## src/verilog/tvd_map.svh

```systemverilog
`ifndef TVD_MAP_SVH
`define TVD_MAP_SVH
`define TVD_DATA_W 4
`define TVD_LVL_W 5
`define TVD_LVL_SYNC 5'h00
`define TVD_LVL_BLANK 5'h01
`define TVD_LVL_BLACK 5'h02
// boost base is black plus two steps, about ten percent of the 15-step span
`define TVD_LVL_BOOST 5'h04
`define TVD_LVL_MAX 5'h1F
`define TVD_FIFO_DEPTH 16
`endif

```

## src/verilog/tvd_pkg.sv

```systemverilog
`default_nettype none
package tvd_pkg;
  typedef enum logic [1:0] {
    TVD_MODE_DATA,
    TVD_MODE_BOOST,
    TVD_MODE_BLANK,
    TVD_MODE_SYNC
  } tvd_mode_t;
endpackage
`default_nettype wire

```

## src/verilog/tvd_top.sv

```systemverilog
// Behaviour
// - all pixel and control inputs are captured only on the conversion clock rising edge.
// - red, green and blue outputs all change together from one registered set.
// - each channel's 4-bit value is decoded before it is stored.
// - output magnitude follows the registered data value scaled by the common reference.
// - sync overrides data, blank and boost and drives green to full-scale sync level.
// - blank without sync drives all channels below black, ignoring data and boost.
// - boost without sync or blank raises each channel ten percent over its data level.
// - sync acts only on green; red and blue show the blank level during sync.
// - unconnected video control inputs read as inactive; the logic has no pull-downs and relies on external ones.
// - unconnected pixel data bits read as zero; the logic has no pull-downs and relies on external ones.
// - each channel has a complementary output pair moving in opposite directions.
// - green negative output drops to zero at sync, green positive output rises to full.
`include "tvd_map.svh"
`default_nettype none
module tvd_top #(
  parameter int DATA_W = `TVD_DATA_W,
  parameter int DEPTH = `TVD_FIFO_DEPTH
) (
  input wire logic I_SYS_CLK,
  input wire logic I_RST_B,
  input wire logic i_valid,
  output logic o_ready,
  input wire logic [DATA_W-1:0] i_red,
  input wire logic [DATA_W-1:0] i_green,
  input wire logic [DATA_W-1:0] i_blue,
  input wire logic i_sync,
  input wire logic i_blank,
  input wire logic i_brightness_boost,
  output logic [`TVD_LVL_W-1:0] o_red_pos,
  output logic [`TVD_LVL_W-1:0] o_red_neg,
  output logic [`TVD_LVL_W-1:0] o_green_pos,
  output logic [`TVD_LVL_W-1:0] o_green_neg,
  output logic [`TVD_LVL_W-1:0] o_blue_pos,
  output logic [`TVD_LVL_W-1:0] o_blue_neg
);
  localparam int FW = 3 * DATA_W + 3;
  localparam int CODES = 1 << DATA_W;
  localparam int LW = `TVD_LVL_W;

  // thermometer decode, every bit below the code set, as the current switches want
  function automatic logic [CODES-2:0] thermo(input logic [DATA_W-1:0] v);
    logic [CODES-2:0] t;
    t = '0;
    for (int k = 0; k < CODES - 1; k++) begin
      t[k] = (32'(v) > k);
    end
    return t;
  endfunction

  // level code from thermometer count: black + n, boost adds ten percent span
  function automatic logic [LW-1:0] level(input logic [CODES-2:0] t, input logic boost);
    logic [LW-1:0] n;
    n = '0;
    for (int k = 0; k < CODES - 1; k++) begin
      n = n + LW'(t[k]);
    end
    return n + (boost ? `TVD_LVL_BOOST : `TVD_LVL_BLACK);
  endfunction

  logic f_valid, f_ready;
  logic [FW-1:0] f_data, in_word;
  // unconnected pins are expected to sit low via external pull-downs
  assign in_word = {i_sync, i_blank, i_brightness_boost, i_red, i_green, i_blue};

  tvd_fifo #(.WIDTH(FW), .DEPTH(DEPTH)) u_fifo (
    .i_clk(I_SYS_CLK),
    .i_rst_b(I_RST_B),
    .i_valid(i_valid),
    .o_ready(o_ready),
    .i_data(in_word),
    .o_valid(f_valid),
    .i_ready(f_ready),
    .o_data(f_data)
  );
  // stream consumed at pixel rate, one word per edge
  assign f_ready = 1'b1;

  logic [CODES-2:0] th_r [3];
  logic [CODES-2:0] th_nxt [3];
  tvd_pkg::tvd_mode_t mode_r, mode_nxt;
  logic [LW-1:0] lvl [3];

  always_comb begin
    mode_nxt = mode_r;
    for (int c = 0; c < 3; c++) begin
      th_nxt[c] = th_r[c];
    end
    if (f_valid) begin
      for (int c = 0; c < 3; c++) begin
        th_nxt[c] = thermo(f_data[c*DATA_W +: DATA_W]);
      end
      if (f_data[FW-1]) begin
        mode_nxt = tvd_pkg::TVD_MODE_SYNC;
      end else if (f_data[FW-2]) begin
        mode_nxt = tvd_pkg::TVD_MODE_BLANK;
      end else if (f_data[FW-3]) begin
        mode_nxt = tvd_pkg::TVD_MODE_BOOST;
      end else begin
        mode_nxt = tvd_pkg::TVD_MODE_DATA;
      end
    end
  end

  // capture only at the clock edge, all channels from one set
  always_ff @(posedge I_SYS_CLK) begin
    if (!I_RST_B) begin
      mode_r <= tvd_pkg::TVD_MODE_BLANK;
      for (int c = 0; c < 3; c++) begin
        th_r[c] <= '0;
      end
    end else begin
      mode_r <= mode_nxt;
      for (int c = 0; c < 3; c++) begin
        th_r[c] <= th_nxt[c];
      end
    end
  end

  // index 0 blue, 1 green, 2 red
  generate
    for (genvar c = 0; c < 3; c++) begin : g_chan
      always_comb begin
        case (mode_r)
          tvd_pkg::TVD_MODE_SYNC: begin
            lvl[c] = (c == 1) ? `TVD_LVL_SYNC : `TVD_LVL_BLANK;
          end
          tvd_pkg::TVD_MODE_BLANK: begin
            lvl[c] = `TVD_LVL_BLANK;
          end
          tvd_pkg::TVD_MODE_BOOST: begin
            lvl[c] = level(th_r[c], 1'b1);
          end
          default: begin
            lvl[c] = level(th_r[c], 1'b0);
          end
        endcase
      end
    end
  endgenerate

  // positive output rises with level; sync on green gives max, negative zero
  always_comb begin
    // red and blue carry no sync path, so they simply sit at blank
    o_blue_pos = lvl[0];
    o_green_pos = (mode_r == tvd_pkg::TVD_MODE_SYNC) ? `TVD_LVL_MAX : lvl[1];
    o_red_pos = lvl[2];
    o_blue_neg = ~o_blue_pos;
    o_green_neg = ~o_green_pos;
    o_red_neg = ~o_red_pos;
  end

  a_sync_green: assert property (@(posedge I_SYS_CLK) disable iff (!I_RST_B)
    (f_valid && f_data[FW-1]) |=> (o_green_pos == `TVD_LVL_MAX && o_green_neg == '0))
    else $error("sync did not drive green");
  a_sync_redblue: assert property (@(posedge I_SYS_CLK) disable iff (!I_RST_B)
    (f_valid && f_data[FW-1]) |=> (o_red_pos == `TVD_LVL_BLANK && o_blue_pos == `TVD_LVL_BLANK))
    else $error("sync leaked to red or blue");
  a_blank_level: assert property (@(posedge I_SYS_CLK) disable iff (!I_RST_B)
    (f_valid && !f_data[FW-1] && f_data[FW-2]) |=> (o_red_pos == `TVD_LVL_BLANK
      && o_green_pos == `TVD_LVL_BLANK && o_blue_pos == `TVD_LVL_BLANK))
    else $error("blank level wrong");
  a_boost_level: assert property (@(posedge I_SYS_CLK) disable iff (!I_RST_B)
    (f_valid && f_data[FW-1:FW-3] == 3'h1 && f_data[3:0] == 4'h0)
      |=> (o_blue_pos == `TVD_LVL_BOOST))
    else $error("boost level wrong");
  a_data_level: assert property (@(posedge I_SYS_CLK) disable iff (!I_RST_B)
    (f_valid && f_data[FW-1:FW-3] == 3'h0)
      |=> (o_blue_pos == `TVD_LVL_BLACK + LW'($past(f_data[3:0]))))
    else $error("data level wrong");
  a_comp_pair: assert property (@(posedge I_SYS_CLK) disable iff (!I_RST_B)
    (o_red_pos + o_red_neg == `TVD_LVL_MAX) && (o_green_pos + o_green_neg == `TVD_LVL_MAX))
    else $error("outputs not complementary");
  a_hold_idle: assert property (@(posedge I_SYS_CLK) disable iff (!I_RST_B)
    !f_valid |=> $stable(o_red_pos) && $stable(o_green_pos) && $stable(o_blue_pos))
    else $error("outputs moved without capture");
  a_green_thermo: assert property (@(posedge I_SYS_CLK) disable iff (!I_RST_B)
    f_valid |=> (th_r[1] == thermo($past(f_data[2*DATA_W-1:DATA_W]))))
    else $error("decode not stored");
endmodule
`default_nettype wire

```

## src/verilog/tvd_fifo.sv

```systemverilog
`include "tvd_map.svh"
`default_nettype none
module tvd_fifo #(
  parameter int WIDTH = 15,
  parameter int DEPTH = `TVD_FIFO_DEPTH
) (
  input wire logic i_clk,
  input wire logic i_rst_b,
  input wire logic i_valid,
  output logic o_ready,
  input wire logic [WIDTH-1:0] i_data,
  output logic o_valid,
  input wire logic i_ready,
  output logic [WIDTH-1:0] o_data
);
  localparam int AW = $clog2(DEPTH);
  logic [WIDTH-1:0] mem_r [DEPTH];
  logic [AW-1:0] wp_r, wp_nxt, rp_r, rp_nxt;
  logic [AW:0] cnt_r, cnt_nxt;
  logic wr, rd;
  always_comb begin
    o_ready = (cnt_r != DEPTH[AW:0]);
    o_valid = (cnt_r != '0);
    o_data = mem_r[rp_r];
    wr = i_valid && o_ready;
    rd = o_valid && i_ready;
    wp_nxt = wr ? wp_r + 1'b1 : wp_r;
    rp_nxt = rd ? rp_r + 1'b1 : rp_r;
    cnt_nxt = cnt_r + {{AW{1'b0}}, wr} - {{AW{1'b0}}, rd};
  end
  always_ff @(posedge i_clk) begin
    if (!i_rst_b) begin
      wp_r <= '0;
      rp_r <= '0;
      cnt_r <= '0;
    end else begin
      wp_r <= wp_nxt;
      rp_r <= rp_nxt;
      cnt_r <= cnt_nxt;
    end
    if (wr) begin
      mem_r[wp_r] <= i_data;
    end
  end
endmodule
`default_nettype wire

```

## config.mk

```make
export PLATFORM = sky130hd
export DESIGN_NAME = tvd_top
export DESIGN_NICKNAME = d
export VERILOG_FILES = /design/src/verilog/tvd_pkg.sv /design/src/verilog/tvd_top.sv /design/src/verilog/tvd_fifo.sv
export VERILOG_INCLUDE_DIRS = /design/src /design/src/verilog
export SDC_FILE = /design/constraint.sdc
export NUM_CORES = 1
export LEC_CHECK = 0
export CAP_MARGIN = 40
export CORE_UTILIZATION = 35
export CTS_CLUSTER_DIAMETER = 30
export DETAILED_ROUTE_END_ITERATION = 8
export DONT_BUFFER_PORTS = 1
export SYNTH_ARGS = -nofsm -noshare
export SYNTH_HDL_FRONTEND = slang
export SYNTH_SLANG_ARGS = --single-unit
```

## constraint.sdc

```tcl
create_clock -name I_SYS_CLK -period 7.1 [get_ports I_SYS_CLK]
set_input_delay 2.13 -clock I_SYS_CLK [delete_from_list [all_inputs] [get_ports I_SYS_CLK]]
set_output_delay 2.13 -clock I_SYS_CLK [all_outputs]
set_load 0.05 [all_outputs]
```

# After elaboration in Yosys (flattened, before gate mapping)
# Memories as Yosys holds them, arrays and structs flattened. A register that Yosys moved wholly into a read port is not among the register bits.
# Cells that the tools add are included.
# Widths: inputs -> output; s select.
[totals]
elab_cells = 133
memories = 2
ram_bits = 285
out_inout_bits = 31
regBits = 15
input_bits = 18
[mem_list]
columns = ["memory", "depth", "word_bits", "rd", "rd_clocked_by_memory_dff", "wr", "line", "text"]
rows = [
  ["u_fifo.mem_r", 16, 15, 1, 1, 1, "tvd_fifo.sv:17", "logic [WIDTH-1:0] mem_r [DEPTH];"],
  ["th_r", 3, 15, 3, 0, 3, "tvd_top.sv:79", "logic [CODES-2:0] th_r [3];"],
]
[op_classes]
muxes = 17
n_bitwise = 6
n_addsub = 52
order_cmp = 45
n_reduce_logical = 3
n_eq_ne = 4
[ops]
columns = ["cell", "count"]
rows = [
  ["$add 5x1->5", 31],
  ["$gt 4x4->1 const B", 21],
  ["$gt 4x3->1 const B", 12],
  ["$mux 15", 3],
  ["$mux 45", 1],
  ["$pmux 5 s2", 3],
  ["$gt 4x1->1 const B", 6],
  ["$gt 4x2->1 const B", 6],
  ["$add 4x1->5", 3],
  ["$add 5x2->5 const B", 3],
  ["$add 5x3->5 const B", 3],
  ["$not 5->5", 3],
  ["$add 3x1->4", 3],
  ["$add 2x1->3", 3],
  ["$add 4x1->4 const B", 2],
  ["$mux 4", 2],
  ["$add 1x1->2", 3],
  ["$mux 1", 5],
  ["$mux 5", 1],
  ["$ne 5x5->1 const B", 1],
  ["$reduce_bool 5->1", 1],
  ["$sub 5x1->5", 1],
  ["$eq 2x2->1 const B", 2],
  ["$mux 2", 2],
  ["4 further kinds", 6],
]

# Logic depth before layout (Yosys ltp)
# Gate-level depths: netlist (run 1).
# An unclocked memory read counts as a cell.
[logic_depth]
depth_word = 19
mapped_depth = 16
depth_no_buf = 15

# Modules after synthesis
# Synthesis (run 1) repeated with hierarchy kept, for this count alone.
[unflattened]
hier_cells = 870
area_unflattened_um2 = 13296.5
[by_module_without_submodules]
columns = ["module", "seq_area_each_um2", "area_per_inst_um2", "cells_per_inst", "instances"]
rows = [
  ["tvd_fifo", 7547.2, 10012.1, 478, 1],
  ["tvd_top", 940.9, 3284.4, 392, 1],
]

# Worst setup path before layout (run 1)
# Ideal clock, no wire load.
[synth_path]
kind = "register to output"
startpoint = "memory th_r[0][15] (netlist name)"
endpoint = "output o_green_pos[2]"
stages_incl_launch_ff = 15
t_arrival_ns = 5.299
path_buffers = 0
slack_ns = -0.329
required_ns = 4.970
cell_sequence = "dfxtp_1 > inv_1 > fa_1 > fa_1 > fa_1 > fa_1 > inv_1 > fa_1 > inv_1 > fa_1 > xnor2_1 > ha_1 > nor2b_1 > nor3_1 > inv_1"
[synth_lines]
columns = ["element", "line", "text"]
rows = [
  ["start, declared", "tvd_top.sv:79", ""],
  ["end, declared", "tvd_top.sv:32", "output logic [`TVD_LVL_W-1:0] o_green_pos,"],
]

==> impl_metrics.tcl, run 1 <==
set metrics [dict create \
    gr-usage-met1_pct 20.3 \
    nFillCells 3346 \
    cts_max_level 2 \
    dr.pass1.iters 5 \
    dp_hpwl_mm 17.5 \
    io_pins 49 \
    ys_warn_count 0 \
    end_kind "output port" \
    nets 1045 \
    viasPerCell 4.97 \
    postSynthAreaPerCell_um2 15.0 \
    grt-ovfl-total 0 \
    core.rowCount 71 \
    clk_latency_ns 0.57 \
    routed_wl_mm 29.5 \
    clock-sinks 304 \
    synth_cells 899 \
    cts_tree "built" \
    clk_pin_slew_worst_paths_ns 0.05 \
    rrSetupSlack_ns 3.97 \
    cts-root-buf "clkbuf_16" \
    yosysSeqAreaShare_pct 63.1 \
    setup.worst_path.start_class "register" \
    rr_endpoint "th_r[0][23]" \
    reg2reg_depth 7 \
    clockBufferDepth 3 \
    maxSlewViolCount 0 \
    crit_fanout 2 \
    hold_violations 0 \
    min_from "th_r[0][40]" \
    grt_pass1_wl_mm 45.5 \
    whs_path_depth 2 \
    setup-tns-final_ns 0 \
    fmax_mhz 145 \
    min_path_type "register to register" \
    maxCapViolCount 0 \
    grt-busiest-layer "met2" \
    cp.required_ns 4.97 \
    die-area_um2 39200 \
    cts_made_buffers 59 \
    ys_types 63 \
    min_to "th_r[0][40]" \
    grtUsageTotal_pct 15.5 \
    synth-edff-count 240 \
    drtIter0Drc 537 \
    path_class "register to output port" \
    gr-usage-met2_pct 25.4 \
    period_needed_ns 6.88 \
    hold_buffers 0 \
    syn-cell-area_um2 13500 \
    die_width_um 198 \
    period_share_pct 96.9 \
    drc_errors 0 \
    grt_pass1_vias 7881 \
    skew_ns 0.0284 \
    setup_violations 0 \
    area_growth_pct 22.7 \
    initial_core_util_pct 35.6 \
    use_met3_pct 3.53 \
    rsz0062_at_grt "no" \
    grt_max_degree 57 \
    outcome "completed" \
    antenna_found_initial 0 \
    final_layout_size_suffix_gt1_share_pct 25.0 \
    vias 7613 \
    seq_area_um2 8490 \
    antenna_left 0 \
    synthArstFlopShare_pct 0 \
    slew_headroom_pct 47.5 \
    io_buffer_count 0 \
    gp_congestion 0.793 \
    synth_ff_type "edfxtp_1" \
    die_h_um 198 \
    ys_seq_elements 304 \
    syn-num-nets 973 \
    coreArea_um2 37800 \
    num_antenna_cells 0 \
    wl_per_cell_um 19.3 \
    multiInputGateArea_um2 4480 \
    arrival_ns 4.75 \
    tightest_slew_ns 0.780 \
]
==> worst max-delay path by stage <==
| stage | startpoint | end | cells past startpoint |
|---|---|---|---|
| detailed placement | th_r[0][35] | o_red_pos[3] | 14 |
| floorplan | th_r[0][30] | o_red_pos[3] | 13 |
| CTS | th_r[0][30] | o_red_pos[3] | 14 |
| global placement | th_r[0][15] | o_green_neg[1] | 12 |
| finish | th_r[0][35] | o_red_pos[3] | 14 |
| global route | th_r[0][15] | o_green_pos[2] | 15 |
==> registers in the layout (all words and copies together), names as in the netlist, named ones only <==
| signal | count |
|---|---|
| mode_r | 2 |
| th_r | 45 |
| u_fifo.cnt_r | 5 |
| u_fifo.mem_r | 240 |
| u_fifo.rp_r | 4 |
| u_fifo.wp_r | 4 |
==> worst max-delay path, stage by stage (launching register included) <==
cell and delay, ns:
dfxtp_1 0.32, inv_1 0.06, fa_1 0.57, fa_1 0.44, fa_1 0.53, fa_1 0.43
fa_1 0.41, fa_1 0.42, xor2_2 0.16, inv_1 0.07, ha_1 0.20, xor2_1 0.16
a22oi_2 0.20, inv_1 0.05, buf_4 0.18
==> routing by layer <==
metal | vias to the layer above | share of wire (%)
met5 | - | 0
met4 | 0 | 2.3
met3 | 53 | 6.8
met2 | 261 | 48
met1 | 3806 | 43
li1 | 3493 | -
==> cell usage after synthesis (3+ instances only) <==
master	n	area share (%)
buf_2	5	0.19
a22oi_1	17	0.95
xnor2_1	13	0.85
o32ai_1	4	0.26
a31oi_1	6	0.28
clkbuf_1	22	0.61
nor2_1	44	1.2
nand4_1	5	0.23
o21a_1	3	0.17
ha_1	25	2.3
a21oi_1	24	0.89
nand2b_1	14	0.65
o21ai_1	6	0.22
and2_1	17	0.79
fa_1	31	4.6
mux2i_1	10	0.74
nor3_1	9	0.33
xor2_1	4	0.26
buf_4	6	0.33
nor2b_1	17	0.79
inv_1	91	2.5
o31ai_1	6	0.33
mux4_2	61	10
a21o_1	3	0.17
nand3_1	12	0.45
nand2_1	51	1.4
a221oi_1	4	0.26
a21boi_0	7	0.39
o21ai_0	36	1.3
edfxtp_1	240	54
dfxtp_1	64	9.5
==> kinds of logic after synthesis <==
family | Yosys count | synth area share [%]
multiplexers | 73 | 11.2
adder cells (fa/ha/maj) | 56 | 6.94
XOR/XNOR | 17 | 1.11
buffers and inverters | 132 | 4.36
AND/OR/NAND/NOR | 186 | 6.93
flip-flops | 304 | 63.1
AO/OA/AOI/OAI | 131 | 6.34
==> stage by stage <==
step / hold slack (ns) / utilization [%] / cell area (um^2) / cells / setup WS (ns)
after floorplan: 0.416 / - / 13500 / 899 / 0.192
after global placement: 0.436 / 37.8 / 14300 / 1416 / 0.564
after detailed placement: 0.437 / 38.0 / 14300 / 1420 / 0.591
after CTS: 0.443 / 43.6 / 16500 / 1532 / 0.00858
after global routing: 0.480 / 43.7 / 16500 / 1533 / 0.00236
final: 0.447 / 43.7 / 16500 / 1533 / 0.217
==> cells in the final DEF (no fill, tap or decap), types with 4 or more instances in the layout <==
master and n:
inv_6 8, a21oi_1 24, nor2b_1 17, buf_4 48, nor2_2 13, bufinv_16 10, o21ai_0 31, clkbuf_8 8
a22oi_1 15, o21ai_1 11, mux4_2 61, clkbuf_1 5, inv_1 91, dfxtp_1 61, o32ai_1 4, nand2b_1 14
xnor2_1 11, clkinv_2 9, nor2_1 32, fa_1 31, edfxtp_1 240, clkinvlp_4 4, nor3_2 7, and2_1 17
ha_1 25, o31ai_1 6, a31oi_1 6, clkbuf_16 60, nand4_1 5, nand3_1 12, a21boi_0 5, mux2i_1 10
nand2_1 51, clkinv_4 4, a221oi_1 4
==> final cells by class <==
type	instances	share of cell area, %
inverter	93	2.11
sequential	304	51.4
timing repair buffer	50	2.52
clock inverter	39	3.03
multi-input combinational	463	27.1
tap	511	3.87
clock buffer	73	9.87
==> timing repair <==
action,in CTS,in global routing
gates resized for setup,0,4
setup endpoints to repair,0,10
buffers inserted,0,1
Power of run 1 is left out: the tool's default activity adds up to more than one toggle a clock period on the data nets, which glitch-free logic cannot reach.
==> run 2, diff against run 1 <==
--- a/config.mk
+++ b/config.mk
@@ -13,4 +13,5 @@
 export DONT_BUFFER_PORTS = 1
 export SYNTH_ARGS = -nofsm -noshare
 export SYNTH_HDL_FRONTEND = slang
+export SYNTH_HIERARCHICAL = 1
 export SYNTH_SLANG_ARGS = --single-unit
==> constraint.sdc (replaced) <==
create_clock -name I_SYS_CLK -period 7.1 [get_ports I_SYS_CLK]
set_input_delay 0.71 -clock I_SYS_CLK [delete_from_list [all_inputs] [get_ports I_SYS_CLK]]
set_output_delay 0.71 -clock I_SYS_CLK [all_outputs]
set_load 0.05 [all_outputs]
==> run 2 against run 1 <==
Against the previous run: final area fell by 2.1%; wire length fell by 5.9%; synthesized cell count fell by 3.2%; hold slack got worse by 0.22 ns; non-clock buffer count fell by 16; die area fell by 1.2%; first-iteration DRC count fell by 11%; sequential share of layout area rose by 1.1 points; critical path depth did not move; via count fell by 5.0%; largest cell class unchanged.
==> impl_metrics.tcl, run 2 <==
set metrics [dict create \
    yosysSeqAreaShare_pct 63.8 \
    synthArstFlopShare_pct 0 \
    final_common_cell "edfxtp_1" \
    antenna_found_initial 0 \
    min_from "i_blue[0]" \
    rr_endpoint "th_r[0][8]" \
    outcome "completed" \
    synth-edff-count 240 \
    cts_made_buffers 59 \
    path_class "register to output port" \
    seq_area_um2 8490 \
    setup.worst_path.start_class "register" \
    grt-ovfl-total 0 \
    multiInputGateArea_um2 4240 \
    cp.required_ns 6.39 \
    stdcell_area_um2 16200 \
    wl_per_cell_um 18.8 \
    die_width_um 197 \
    largest_register_ffs 240 \
    min_to "u_fifo/mem_r[2][0]" \
    coreArea_um2 37500 \
    maxCapViolCount 0 \
    rsz0062_at_grt "no" \
    gp_congestion 0.713 \
    reg_top3 "u_fifo/mem_r: 240 flops, th_r: 45 flops, u_fifo/cnt_r: 5 flops" \
    cts-root-buf "clkbuf_16" \
    end_kind "output port" \
    synthTopCellsByArea "edfxtp_1, dfxtp_1, mux4_2" \
    vias 7236 \
    reg2reg_depth 7 \
    min_path_type "primary input to register" \
    arrival_ns 5.15 \
    dp_hpwl_mm 16.8 \
    ys_seq_elements 304 \
    clk_latency_ns 0.58 \
    hold_violations 0 \
    area_growth_pct 21.6 \
    drtIter0Drc 480 \
    yosys.area.top_type_share_pct 54.2 \
    tightest_slew_ns 0.832 \
    viasPerCell 4.89 \
    ys_warn_count 6 \
    setup_violations 0 \
    rrSetupSlack_ns 3.48 \
    cts_max_level 2 \
    skew_ns 0.0243 \
    cts_tree "built" \
    period_needed_ns 5.86 \
    fmax_mhz 171 \
    nFillCells 3338 \
    crit_fanout 3 \
    initial_core_util_pct 35.5 \
    whs_path_depth 0 \
    final_layout_size_suffix_gt1_share_pct 21.0 \
    yosys.area.top_type "edfxtp_1" \
    core.rowCount 71 \
    syn-cell-area_um2 13300 \
    grtUsageTotal_pct 14.7 \
    maxSlewViolCount 0 \
    grt_pass1_vias 7378 \
    mostFrequentLayoutCells "edfxtp_1, inv_1, dfxtp_1" \
    placed_area_um2 14100 \
    clk_pin_slew_worst_paths_ns 0.05 \
    holdWs_ns 0.227 \
    slew_headroom_pct 44.2 \
    cts-resized-gates 0 \
    setup-tns-final_ns 0 \
    drc_errors 0 \
    routed_wl_mm 27.8 \
    synth_common_cells "edfxtp_1, inv_1, dfxtp_1, mux4_2, o21ai_0" \
    clock-sinks 304 \
    io_pins 49 \
    ys_types 51 \
    grt_pass1_wl_mm 43.3 \
    die-area_um2 38800 \
    dr.pass1.iters 4 \
    synth_cells 870 \
    num_antenna_cells 0 \
    synth_ff_type "edfxtp_1" \
    nets 994 \
    grt_max_degree 74 \
    clockBufferDepth 3 \
    post_cts_buffers 0 \
    synth.most_common_cell "edfxtp_1" \
    largest_register "u_fifo/mem_r" \
    antenna_left 0 \
    postSynthAreaPerCell_um2 15.3 \
    period_share_pct 82.6 \
    io_buffer_count 0 \
    hold_buffers 0 \
    die_h_um 197 \
]
## run 2: cell types whose count changed after synthesis, moves of 8 or more
| cell | delta |
|---|---|
| mux4_1 | +11 |
| a22oi_1 | +13 |
| nor2b_1 | -8 |
| nor2_1 | -29 |
| nand2b_1 | -9 |
| and2_1 | +14 |
| nand2_1 | -9 |
| mux4_2 | -13 |
## run 2: logic make-up (layout without fill, tap and decap cells)
family,Yosys count,after routing,synth area share [%]
buffers and inverters,141,236,4.62
other,1,4,0.0282
XOR/XNOR,10,10,0.659
AND/OR/NAND/NOR,148,148,5.96
multiplexers,65,65,10.9
flip-flops,304,304,63.8
adder cells (fa/ha/maj),56,56,7.02
AO/OA/AOI/OAI,145,145,7.00
## run 2: routing by layer
metal / up-vias / part of all wire (%) / global-route usage, %
li1: 3362 / - / -
met1: 3611 / 42 / 19.4
met2: 209 / 48 / 24.1
met3: 54 / 7.7 / 3.25
met4: 0 / 2.2 / 4.68
met5: - / 0 / 0
## run 2: through the flow
step / std cells / util, % / setup WS, ns
detailed placement: 1370 / 37.6 / 1.79
floorplan: 873 / - / 1.27
finish: 1479 / 43.1 / 1.24
CTS: 1479 / 43.1 / 1.18
global placement: 1353 / 37.0 / 1.57
global route: 1479 / 43.1 / 0.998
## run 2: worst max-delay path, stage by stage (launching register included)
cell	delay, ns
dfxtp_1	0.32
inv_1	0.06
fa_1	0.53
inv_1	0.05
fa_1	0.48
fa_1	0.51
inv_1	0.05
fa_1	0.45
fa_1	0.46
fa_1	0.41
xnor2_1	0.27
ha_1	0.21
nand2_1	0.04
or2_2	0.40
inv_1	0.37
## run 2: worst max path at each step
stage                from            end  depth (start not counted)
6_report       th_r[0][0]  o_blue_pos[4]                         14
5_1_grt        th_r[0][1]  o_blue_pos[4]                         14
4_1_cts        th_r[0][0]  o_blue_pos[4]                         14
3_5_place_dp   th_r[0][0]  o_blue_pos[4]                         14
3_3_place_gp   th_r[0][0]  o_blue_neg[2]                         14
2_1_floorplan  th_r[0][0]  o_blue_neg[2]                         12
## run 2: layout make-up
type	count	area share [%]
well taps	511	3.96
clock inverters	50	3.66
clock buffers	59	9.13
inverters	93	2.16
multi-input cells	428	26.2
repair buffers	34	2.30
flip-flops and latches	304	52.5
Power of run 2 is left out for the same reason.
